[config.mk]
export PLATFORM = sky130hd
export DESIGN_NAME = exception_lowpower_control
export DESIGN_NICKNAME = d
export VERILOG_FILES = /design/src/design/exc_lp_pkg.sv /design/src/design/exception_lowpower_control.sv /design/src/design/recovery_counter.sv
export SDC_FILE = /design/constraint.sdc
export NUM_CORES = 1
export LEC_CHECK = 0
export BUFFER_PORTS_ARGS = -buffer_cell sky130_fd_sc_hd__buf_4
export CORE_UTILIZATION = 54
export DETAILED_ROUTE_END_ITERATION = 6
export PLACE_DENSITY = 0.87
export SYNTH_ARGS = -nofsm -noshare
export SYNTH_HDL_FRONTEND = slang
export SYNTH_SLANG_ARGS = --single-unit
[constraint.sdc]
create_clock -name clk -period 2 [get_ports clk]
set_input_delay 0.1 -clock clk [delete_from_list [all_inputs] [get_ports clk]]
set_output_delay 0.1 -clock clk [all_outputs]
set_load 0.02 [all_outputs]
[src/design/exc_lp_pkg.sv]
// constants shared by the exception and low-power control block
package exc_lp_pkg;

	// ---------------------------------------------------------------
	// register map
	// ---------------------------------------------------------------
	localparam int           ADDR_W             = 4;
	localparam int           DATA_W             = 8;
	localparam logic [3:0]   ADDR_BREAK_STATUS  = 4'h0;
	localparam logic [3:0]   ADDR_BREAK_FLAG    = 4'h1;
	localparam logic [3:0]   ADDR_CONFIG        = 4'h2;
	localparam logic [3:0]   ADDR_CORE_STATUS   = 4'h3;
	localparam int           BW_BIT             = 1;
	localparam int           BREAK_FLAG_CLEAR_ENABLE_BIT           = 7;
	localparam int           SHORT_RECOVERY_SELECT_BIT          = 0;
	localparam logic [7:0]   RESET_BYTE         = 8'h00;

	// ---------------------------------------------------------------
	// recovery timing in crystal clock cycles
	// ---------------------------------------------------------------
	localparam int           CNT_W              = 12;
	localparam int           REC_SHORT_CYC      = 32;
	localparam int           REC_LONG_CYC       = 4096;
	localparam int           XTAL_DIV_DEF       = 4;
	localparam int           DIV_W              = 8;

	// ---------------------------------------------------------------
	// vector codes handed to the cpu
	// ---------------------------------------------------------------
	localparam int           VEC_W              = 5;
	localparam logic [4:0]   VEC_SWI            = 5'h1E;
	localparam logic [4:0]   VEC_RESET          = 5'h1F;

	typedef enum logic [2:0] {ST_RUN, ST_STACK, ST_WAIT, ST_STOP, ST_RECOVER} ctl_state_e;
	typedef enum logic [1:0] {WAKE_INT, WAKE_BRK, WAKE_RST} wake_cause_e;

endpackage

[src/design/exception_lowpower_control.sv]
// exception arbitration, break handling and wait/stop sequencing
//
// Function
// - stop instruction clears recovery counter and holds it until recovery starts.
// - wake samples short recovery select: 32 crystal cycles if set, else 4096.
// - external reset pin leaves recovery counter value and counting untouched.
// - after every reset state the recovery counter counts each crystal cycle.
// - interrupt entry pushes registers and sets mask; return pops them.
// - requests are latched and arbitrated at processing start; vector code held.
// - latched interrupt is not displaced until serviced or mask cleared.
// - while running, hardware interrupts checked only at instruction end, if unmasked and enabled.
// - with several pending, the highest priority source is serviced first.
// - pending interrupt at return is taken before main code; prefetch discarded.
// - interrupt entry never pushes the high index register.
// - software interrupt instruction is taken whatever the mask state.
// - software interrupt stacks pc; hardware interrupt stacks pc minus one.
// - every reset source beats all interrupts and skips arbitration.
// - break request forces the cpu to the software interrupt vector.
// - in break, status flags only clear when flag clear enable is set.
// - a flag cleared during break stays cleared after break ends.
// - two-step flag clears stay blocked in break; second step works after.
// - wait or stop stops cpu clock and clears the interrupt mask.
// - wait keeps peripheral clocks; interrupt stacking starts one cycle later.
// - wait also ends on reset or break; break in wait sets break wait flag.
// - stop gates base and crystal clocks; stacking waits for recovery time.
// - break wait flag cleared by writing zero and by reset.
//
// Added by the designer: the placing of the registers and the address-and-strobe port.
`timescale 1ns/1ps
`default_nettype none
module exception_lowpower_control
	import exc_lp_pkg::*;
#(
	parameter int N_IRQ        = 8,
	parameter int XTAL_DIV     = XTAL_DIV_DEF,
	parameter int REC_LONG     = REC_LONG_CYC,
	parameter int REC_SHORT    = REC_SHORT_CYC
)
(
	// clock and reset
	input  wire logic              clk,
	input  wire logic              resetn,
	// register port
	input  wire logic [ADDR_W-1:0] reg_addr,
	input  wire logic [DATA_W-1:0] reg_wdata,
	input  wire logic              reg_wr,
	input  wire logic              reg_rd,
	output var  logic [DATA_W-1:0] reg_rdata,
	// cpu status
	input  wire logic              instr_done,
	input  wire logic              cpu_imask,
	input  wire logic              swi_exec,
	input  wire logic              rti_exec,
	input  wire logic              wait_exec,
	input  wire logic              stop_exec,
	// event sources
	input  wire logic [N_IRQ-1:0]  irq_req,
	input  wire logic [N_IRQ-1:0]  irq_en,
	input  wire logic              break_req,
	input  wire logic              ext_reset,
	input  wire logic              int_reset,
	// cpu control
	output var  logic              int_start,
	output var  logic              push_regs,
	output var  logic              push_index_high,
	output var  logic              stack_pc_minus1,
	output var  logic              set_imask,
	output var  logic              clear_imask,
	output var  logic              pop_regs,
	output var  logic              discard_prefetch,
	output var  logic [VEC_W-1:0]  vector_sel,
	output var  logic              reset_vector,
	// clock gating
	output var  logic              cpu_clk_en,
	output var  logic              periph_clk_en,
	output var  logic              base_clock_out_en,
	output var  logic              crystal_clock_en,
	// break and flag protection
	output var  logic              break_state,
	output var  logic              flag_clear_allow
);

	// ---------------------------------------------------------------
	// state
	// ---------------------------------------------------------------
	typedef struct packed
	{
		ctl_state_e        st;
		wake_cause_e       cause;
		logic [DIV_W-1:0]  div;
		logic              tick;
		logic              cnt_clr;
		logic              rec_short;
		logic              latched;
		logic [VEC_W-1:0]  lat_vec;
		logic              lat_pcm1;
		logic              imask_prev;
		logic              break_wait_flag;
		logic              break_flag_clear_enable;
		logic              short_recovery_select;
		logic              brk;
		logic [DATA_W-1:0] rdata;
		logic              int_start;
		logic              push_regs;
		logic              push_hi;
		logic              pcm1;
		logic              set_im;
		logic              clr_im;
		logic              pop;
		logic              discard;
		logic [VEC_W-1:0]  vec;
		logic              rst_vec;
		logic              cpu_en;
		logic              per_en;
		logic              base_en;
		logic              xtal_en;
		logic              allow;
	} ctl_s;

	ctl_s             q;
	ctl_s             d;
	logic [CNT_W-1:0] rec_count;
	logic [N_IRQ-1:0] pend;
	logic             any_pend;
	logic [VEC_W-1:0] top_vec;
	logic             rec_done;

	// ---------------------------------------------------------------
	// recovery counter
	// ---------------------------------------------------------------
	recovery_counter #(
		.W      (CNT_W)
	) u_rec_cnt (
		.clk    (clk),
		.resetn (resetn),
		.tick   (q.tick),
		.clear  (q.cnt_clr),
		.count  (rec_count)
	);

	// ---------------------------------------------------------------
	// arbitration
	// ---------------------------------------------------------------
	always_comb
	begin
		pend     = irq_req & irq_en;
		any_pend = |pend;
		top_vec  = '0;
		for (int i = N_IRQ - 1; i >= 0; i--)
		begin
			if (pend[i])
				top_vec = VEC_W'(i);
		end
		if (q.rec_short)
			rec_done = q.tick && (rec_count == CNT_W'(REC_SHORT - 1));
		else
			rec_done = q.tick && (rec_count == CNT_W'(REC_LONG - 1));
	end

	// ---------------------------------------------------------------
	// next state
	// ---------------------------------------------------------------
	always_comb
	begin
		d = q;
		d.int_start  = 1'b0;
		d.push_regs  = 1'b0;
		d.push_hi    = 1'b0;
		d.set_im     = 1'b0;
		d.clr_im     = 1'b0;
		d.pop        = 1'b0;
		d.discard    = 1'b0;
		d.rst_vec    = 1'b0;
		d.imask_prev = cpu_imask;

		// crystal-rate enable, stops with the crystal clock
		d.tick = 1'b0;
		if (q.xtal_en)
		begin
			if (q.div == DIV_W'(XTAL_DIV - 1))
			begin
				d.div  = '0;
				d.tick = 1'b1;
			end
			else
				d.div = DIV_W'(q.div + 1'b1);
		end

		// register port
		d.rdata = '0;
		if (reg_rd)
		begin
			case (reg_addr)
				ADDR_BREAK_STATUS: d.rdata[BW_BIT]    = q.break_wait_flag;
				ADDR_BREAK_FLAG:   d.rdata[BREAK_FLAG_CLEAR_ENABLE_BIT]  = q.break_flag_clear_enable;
				ADDR_CONFIG:       d.rdata[SHORT_RECOVERY_SELECT_BIT] = q.short_recovery_select;
				ADDR_CORE_STATUS:  d.rdata = {q.brk, q.latched, q.lat_vec[1:0], 1'b0, 3'(q.st)};
				default:           d.rdata = '0;
			endcase
		end
		if (reg_wr)
		begin
			case (reg_addr)
				ADDR_BREAK_STATUS:
				begin
					if (!reg_wdata[BW_BIT])
						d.break_wait_flag = 1'b0;
				end
				ADDR_BREAK_FLAG:   d.break_flag_clear_enable = reg_wdata[BREAK_FLAG_CLEAR_ENABLE_BIT];
				ADDR_CONFIG:       d.short_recovery_select   = reg_wdata[SHORT_RECOVERY_SELECT_BIT];
				default:           d.rdata = d.rdata;
			endcase
		end

		// mask cleared drops the latch so arbitration reopens
		if (q.imask_prev && !cpu_imask && q.st == ST_RUN)
			d.latched = 1'b0;

		// internal resets clear the counter, external does not
		d.cnt_clr = int_reset || q.st == ST_STOP;

		if (rti_exec && q.st == ST_RUN)
		begin
			d.pop = 1'b1;
			if (q.brk)
				d.brk = 1'b0;
			if (any_pend)
				d.discard = 1'b1;
		end

		case (q.st)
			ST_RUN:
			begin
				if (instr_done)
				begin
					if (break_req)
					begin
						d.brk      = 1'b1;
						d.latched  = 1'b1;
						d.lat_vec  = VEC_SWI;
						d.lat_pcm1 = 1'b0;
						d.st       = ST_STACK;
					end
					else if (swi_exec)
					begin
						d.latched  = 1'b1;
						d.lat_vec  = VEC_SWI;
						d.lat_pcm1 = 1'b0;
						d.st       = ST_STACK;
					end
					else if (wait_exec)
					begin
						d.clr_im = 1'b1;
						d.cpu_en = 1'b0;
						d.st     = ST_WAIT;
					end
					else if (stop_exec)
					begin
						d.clr_im  = 1'b1;
						d.cpu_en  = 1'b0;
						d.per_en  = 1'b0;
						d.base_en = 1'b0;
						d.xtal_en = 1'b0;
						d.div     = '0;
						d.latched = 1'b0;
						d.st      = ST_STOP;
					end
					else if (q.latched)
						d.st = ST_STACK;
					else if (!cpu_imask && any_pend)
					begin
						d.latched  = 1'b1;
						d.lat_vec  = top_vec;
						d.lat_pcm1 = 1'b1;
						d.st       = ST_STACK;
					end
				end
			end
			ST_STACK:
			begin
				d.int_start = 1'b1;
				d.push_regs = 1'b1;
				d.set_im    = 1'b1;
				d.vec       = q.lat_vec;
				d.pcm1      = q.lat_pcm1;
				d.latched   = 1'b0;
				d.st        = ST_RUN;
			end
			ST_WAIT:
			begin
				if (break_req)
				begin
					d.break_wait_flag = 1'b1;
					d.brk      = 1'b1;
					d.cpu_en   = 1'b1;
					d.latched  = 1'b1;
					d.lat_vec  = VEC_SWI;
					d.lat_pcm1 = 1'b0;
					d.st       = ST_STACK;
				end
				else if (any_pend)
				begin
					d.cpu_en   = 1'b1;
					d.latched  = 1'b1;
					d.lat_vec  = top_vec;
					d.lat_pcm1 = 1'b1;
					d.st       = ST_STACK;
				end
			end
			ST_STOP:
			begin
				if (break_req || any_pend)
				begin
					d.rec_short = q.short_recovery_select;
					d.cause     = break_req ? WAKE_BRK : WAKE_INT;
					d.xtal_en   = 1'b1;
					d.cnt_clr   = 1'b0;
					d.st        = ST_RECOVER;
				end
			end
			ST_RECOVER:
			begin
				if (rec_done)
				begin
					d.cpu_en  = 1'b1;
					d.per_en  = 1'b1;
					d.base_en = 1'b1;
					d.st      = ST_RUN;
					case (q.cause)
						WAKE_RST:
						begin
							d.rst_vec = 1'b1;
							d.vec     = VEC_RESET;
						end
						WAKE_BRK:
						begin
							d.brk      = 1'b1;
							d.latched  = 1'b1;
							d.lat_vec  = VEC_SWI;
							d.lat_pcm1 = 1'b0;
							d.st       = ST_STACK;
						end
						default:
						begin
							if (any_pend)
							begin
								d.latched  = 1'b1;
								d.lat_vec  = top_vec;
								d.lat_pcm1 = 1'b1;
								d.st       = ST_STACK;
							end
						end
					endcase
				end
			end
			default: d.st = ST_RUN;
		endcase

		// any reset source wins over every interrupt
		if (ext_reset || int_reset)
		begin
			d.latched   = 1'b0;
			d.brk       = 1'b0;
			d.int_start = 1'b0;
			d.push_regs = 1'b0;
			d.set_im    = 1'b0;
			if (q.st == ST_STOP || q.st == ST_RECOVER)
			begin
				d.rec_short = q.short_recovery_select;
				d.cause     = WAKE_RST;
				d.xtal_en   = 1'b1;
				d.cnt_clr   = int_reset;
				d.st        = ST_RECOVER;
			end
			else
			begin
				d.rst_vec = 1'b1;
				d.vec     = VEC_RESET;
				d.cpu_en  = 1'b1;
				d.st      = ST_RUN;
			end
		end

		d.allow = !d.brk || d.break_flag_clear_enable;
	end

	// ---------------------------------------------------------------
	// registers
	// ---------------------------------------------------------------
	always_ff @(posedge clk)
	begin
		if (!resetn)
		begin
			q                         <= '0;
			q.st                      <= ST_RUN;
			q.cause                   <= WAKE_INT;
			q.vec                     <= VEC_RESET;
			q.rdata                   <= RESET_BYTE;
			q.cpu_en                  <= 1'b1;
			q.per_en                  <= 1'b1;
			q.base_en                 <= 1'b1;
			q.xtal_en                 <= 1'b1;
			q.allow                   <= 1'b1;
			q.imask_prev              <= 1'b1;
			q.break_wait_flag         <= 1'b0;
		end
		else
			q <= d;
	end

	// ---------------------------------------------------------------
	// outputs
	// ---------------------------------------------------------------
	assign reg_rdata         = q.rdata;
	assign int_start         = q.int_start;
	assign push_regs         = q.push_regs;
	assign push_index_high   = q.push_hi;
	assign stack_pc_minus1   = q.pcm1;
	assign set_imask         = q.set_im;
	assign clear_imask       = q.clr_im;
	assign pop_regs          = q.pop;
	assign discard_prefetch  = q.discard;
	assign vector_sel        = q.vec;
	assign reset_vector      = q.rst_vec;
	assign cpu_clk_en        = q.cpu_en;
	assign periph_clk_en     = q.per_en;
	assign base_clock_out_en = q.base_en;
	assign crystal_clock_en  = q.xtal_en;
	assign break_state       = q.brk;
	assign flag_clear_allow  = q.allow;

endmodule
`default_nettype wire

[src/design/recovery_counter.sv]
// free-running crystal-rate counter used to time stop recovery
`timescale 1ns/1ps
`default_nettype none
module recovery_counter
	import exc_lp_pkg::*;
#(
	parameter int W = CNT_W
)
(
	// clock and reset
	input  wire logic         clk,
	input  wire logic         resetn,
	// control
	input  wire logic         tick,
	input  wire logic         clear,
	// count
	output var  logic [W-1:0] count
);

	typedef struct packed
	{
		logic [W-1:0] cnt;
	} cnt_s;

	cnt_s q;
	cnt_s d;

	always_comb
	begin
		d = q;
		if (clear)
			d.cnt = '0;
		else if (tick)
			d.cnt = W'(q.cnt + 1'b1);
	end

	always_ff @(posedge clk)
	begin
		if (!resetn)
			q <= '0;
		else
			q <= d;
	end

	assign count = q.cnt;

endmodule
`default_nettype wire

==> impl_metrics.ini <==
[cts]
path_clk_slew_ns = 0.07
cts_tree = done
numCtsBuffers = 9
cts_buffer_depth = 2
clockRootBuffer = clkbuf_8
cts_sinks = 62
cts_setup_buffers = 0
h-tree-depth = 3
clock_latency_ns = 0.34

[detailed_routing]
drcViolationCount = 0
wl_per_cell_um = 14.70
drt_iter0_markers = 366
vias = 3061
via_per_inst = 5.932
wirelength_um = 7587
final_antenna_net_count = 0
first_pass_iters = 7

[synth]
synth_edf_count = 0
synth-async-reset-ratio_pct = 0
yosysMostFrequentCell = dfxtp_1
synth_cell_types = 63
synth_common_cells = dfxtp_1, nand2_1, nor2_1, o21ai_0, buf_4
synth_top_area_cell = dfxtp_1
yosys.area.top_type_share_pct = 39.18
ys_seq_area_share_pct = 39.18
synth-seq-cells = 62
synthCells = 385
synth.avg_cell_area_um2 = 8.229
yosysWarnings = 0
netlist_area_um2 = 3168
synthTopCellsByArea = dfxtp_1, nand2_1, nor2_1, buf_4, xor2_1
synthFlopType = dfxtp_1

[global_routing]
grt_first_pass_wirelength_um = 12260
antenna_found_initial = 0
overflow = 0
grt_max_degree = 20
grt_pass1_vias = 2805
grt_usage_pct = 25.41

[setup_path]
max_stage_delay_ns = 0.42
crit_type = reg -> reg
start_kind = flop
cp.arrival_ns = 2.12
crit_fanout = 10
path_cells = nor2_1 -> and2_1 -> nor2_1 -> o21ai_0 -> buf_4 -> mux2i_1 -> nor2_1
cp_slowest_cell = dfxtp_1
cpMostUsedCell = nor2_1
crit_required_ns = 2.22
critical_path.endpoint_type = flop

[die]
initial_core_util_pct = 56.84
die_y_um = 78.60
core_area_um2 = 5574
die_w_um = 78.60
die_area_um2 = 6177
io-pin-count = 69
row_count = 27

[timing]
fin_crit_ns = 1.900
hold_viol = 0
period_share_pct = 94.98
worst_clock_skew_ns = 0.01196
rsz0062_at_grt = true
setup_viol = 0
fmax_ghz = 0.5264
slew_viol_final = 0
finalSetupTns_ns = 0
timing.final.ws_setup_ns = 0.1005

[flow_run]
cap_violations = 0

[placement]
post-place-ws_ns = 0.07021
io_buffers = 61
gp_congestion = 0.9545
dp_hpwl_um = 5491
place_area_um2 = 3607

[status]
outcome = completed

[pwr]
finalPower_uw = 2638
p_leak_uw = 0.001576
powerDensity_nw_per_um2 = 688.2
ir_drop_uv = 424.1

[layout]
fillers = 458
layout.nets = 486
syn2layout_area_growth_pct = 21.01
layout-drive-gt1-share_pct = 24.32
antenna_cells = 0
fin_area_um2 = 3834

[min_path]
min_path_type = in -> reg
-- repair_timing --
item | CTS | global route
endpoints found under the setup margin | 0 | 12
endpoints found under the hold margin | 2 | 0
hold buffers | 2 | 0
resized for setup | 0 | 6
-- worst max-delay path: cells and delay by family, from the launching register on --
family                 cells  cell delay (ns)
AOI/OAI and AO/OA          1             0.29
buffers and inverters      1             0.19
DFF                        1             0.42
muxes                      1             0.18
and+or+nand+nor            4             0.70
-- stage by stage --
step	hold slack (ns)	std cells	util (%)
after CTS	0.009748	516	68.24
after floorplan	0.2086	386	-
after global routing	0.03926	516	68.78
after global placement	0.3339	500	64.71
final	0.01465	516	68.78
after detailed placement	0.3275	500	64.71
-- metal layers --
metal / GRT usage (%) / up-vias / part of all wire, %
li1: - / 1462 / -
met1: 31.62 / 1371 / 43
met2: 41.30 / 192 / 45
met3: 6.977 / 36 / 10
met4: 10.19 / 0 / 2.8
met5: 0 / - / 0
-- cells by family after synthesis --
group	Yosys count	synth area share, %
AO/OA/AOI/OAI	79	17.26
XOR/XNOR	17	4.700
adder cells (fa/ha/maj)	4	1.580
buffers and inverters	42	8.057
flip-flops	62	39.18
multiplexers	8	2.528
other	1	0.1184
AND/OR/NAND/NOR	172	26.58
-- where the power goes --
| part | switching, uW | leakage, uW | internal, uW | total (uW) |
|---|---|---|---|---|
| combinational | 178 | 0.000982 | 147 | 326 |
| sequential | 26.5 | 0.000504 | 1270 | 1290 |
| clock | 466 | 0.0000907 | 554 | 1020 |
| total | 670 | 0.00158 | 1970 | 2640 |
-- path summary, 6_finish.rpt --
path | slack, ns | startpoint | cells past startpoint | endpoint
worst max register to register | 0.10 | q[53] | 7 | q[39]
worst max-delay path | 0.10 | q[53] | 7 | q[39]
worst min register to register | 0.46 | q[37] | 2 | q[37]
worst min-delay path | 0.01 | reg_wdata[0] | 3 | q[28]
-- flip-flops by register name, indices dropped and copies added (netlist names) --
register / flops
u_rec_cnt.count: 12
q: 27
pop_regs: 1
break_state: 1
clear_imask: 1
cpu_clk_en: 1
reg_rdata: 7
vector_sel: 5
reset_vector: 1
discard_prefetch: 1
crystal_clock_en: 1
periph_clk_en: 1
stack_pc_minus1: 1
flag_clear_allow: 1
int_start: 1
-- cell type report --
class,instances,area (um^2),share of cell area (%)
Inverter,8,30.03,0.7833
Clock inverter,5,52.55,1.371
Tap cell,72,90.09,2.350
Sequential cell,62,1242,32.41
Multi-Input combinational cell,282,1704,44.45
Clock buffer,9,123.9,3.231
Timing Repair Buffer,78,590.6,15.40
-- layout by cell type (no fill, tap or decap), drive strengths merged, types with 3 or more instances in the layout --
cell / synthesis / final
nor4: 4 / 4
a31oi: 7 / 7
clkbuf: 11 / 9
nor2b: 3 / 3
xor2: 13 / 13
nor2: 48 / 48
and3: 5 / 5
nand2: 54 / 54
o21a: 3 / 3
xnor2: 4 / 4
a221oi: 3 / 3
o21ai: 19 / 19
a22oi: 6 / 6
nand4: 10 / 10
o22ai: 3 / 3
inv: 7 / 7
nor3b: 4 / 4
dfxtp: 62 / 62
a21oi: 15 / 15
buf: 23 / 76
clkinv: 1 / 4
mux2i: 8 / 8
nand3: 15 / 15
and2: 5 / 5
nor3: 11 / 11
or3: 4 / 4
ha: 4 / 4
Power figures use the tool's default switching activity.
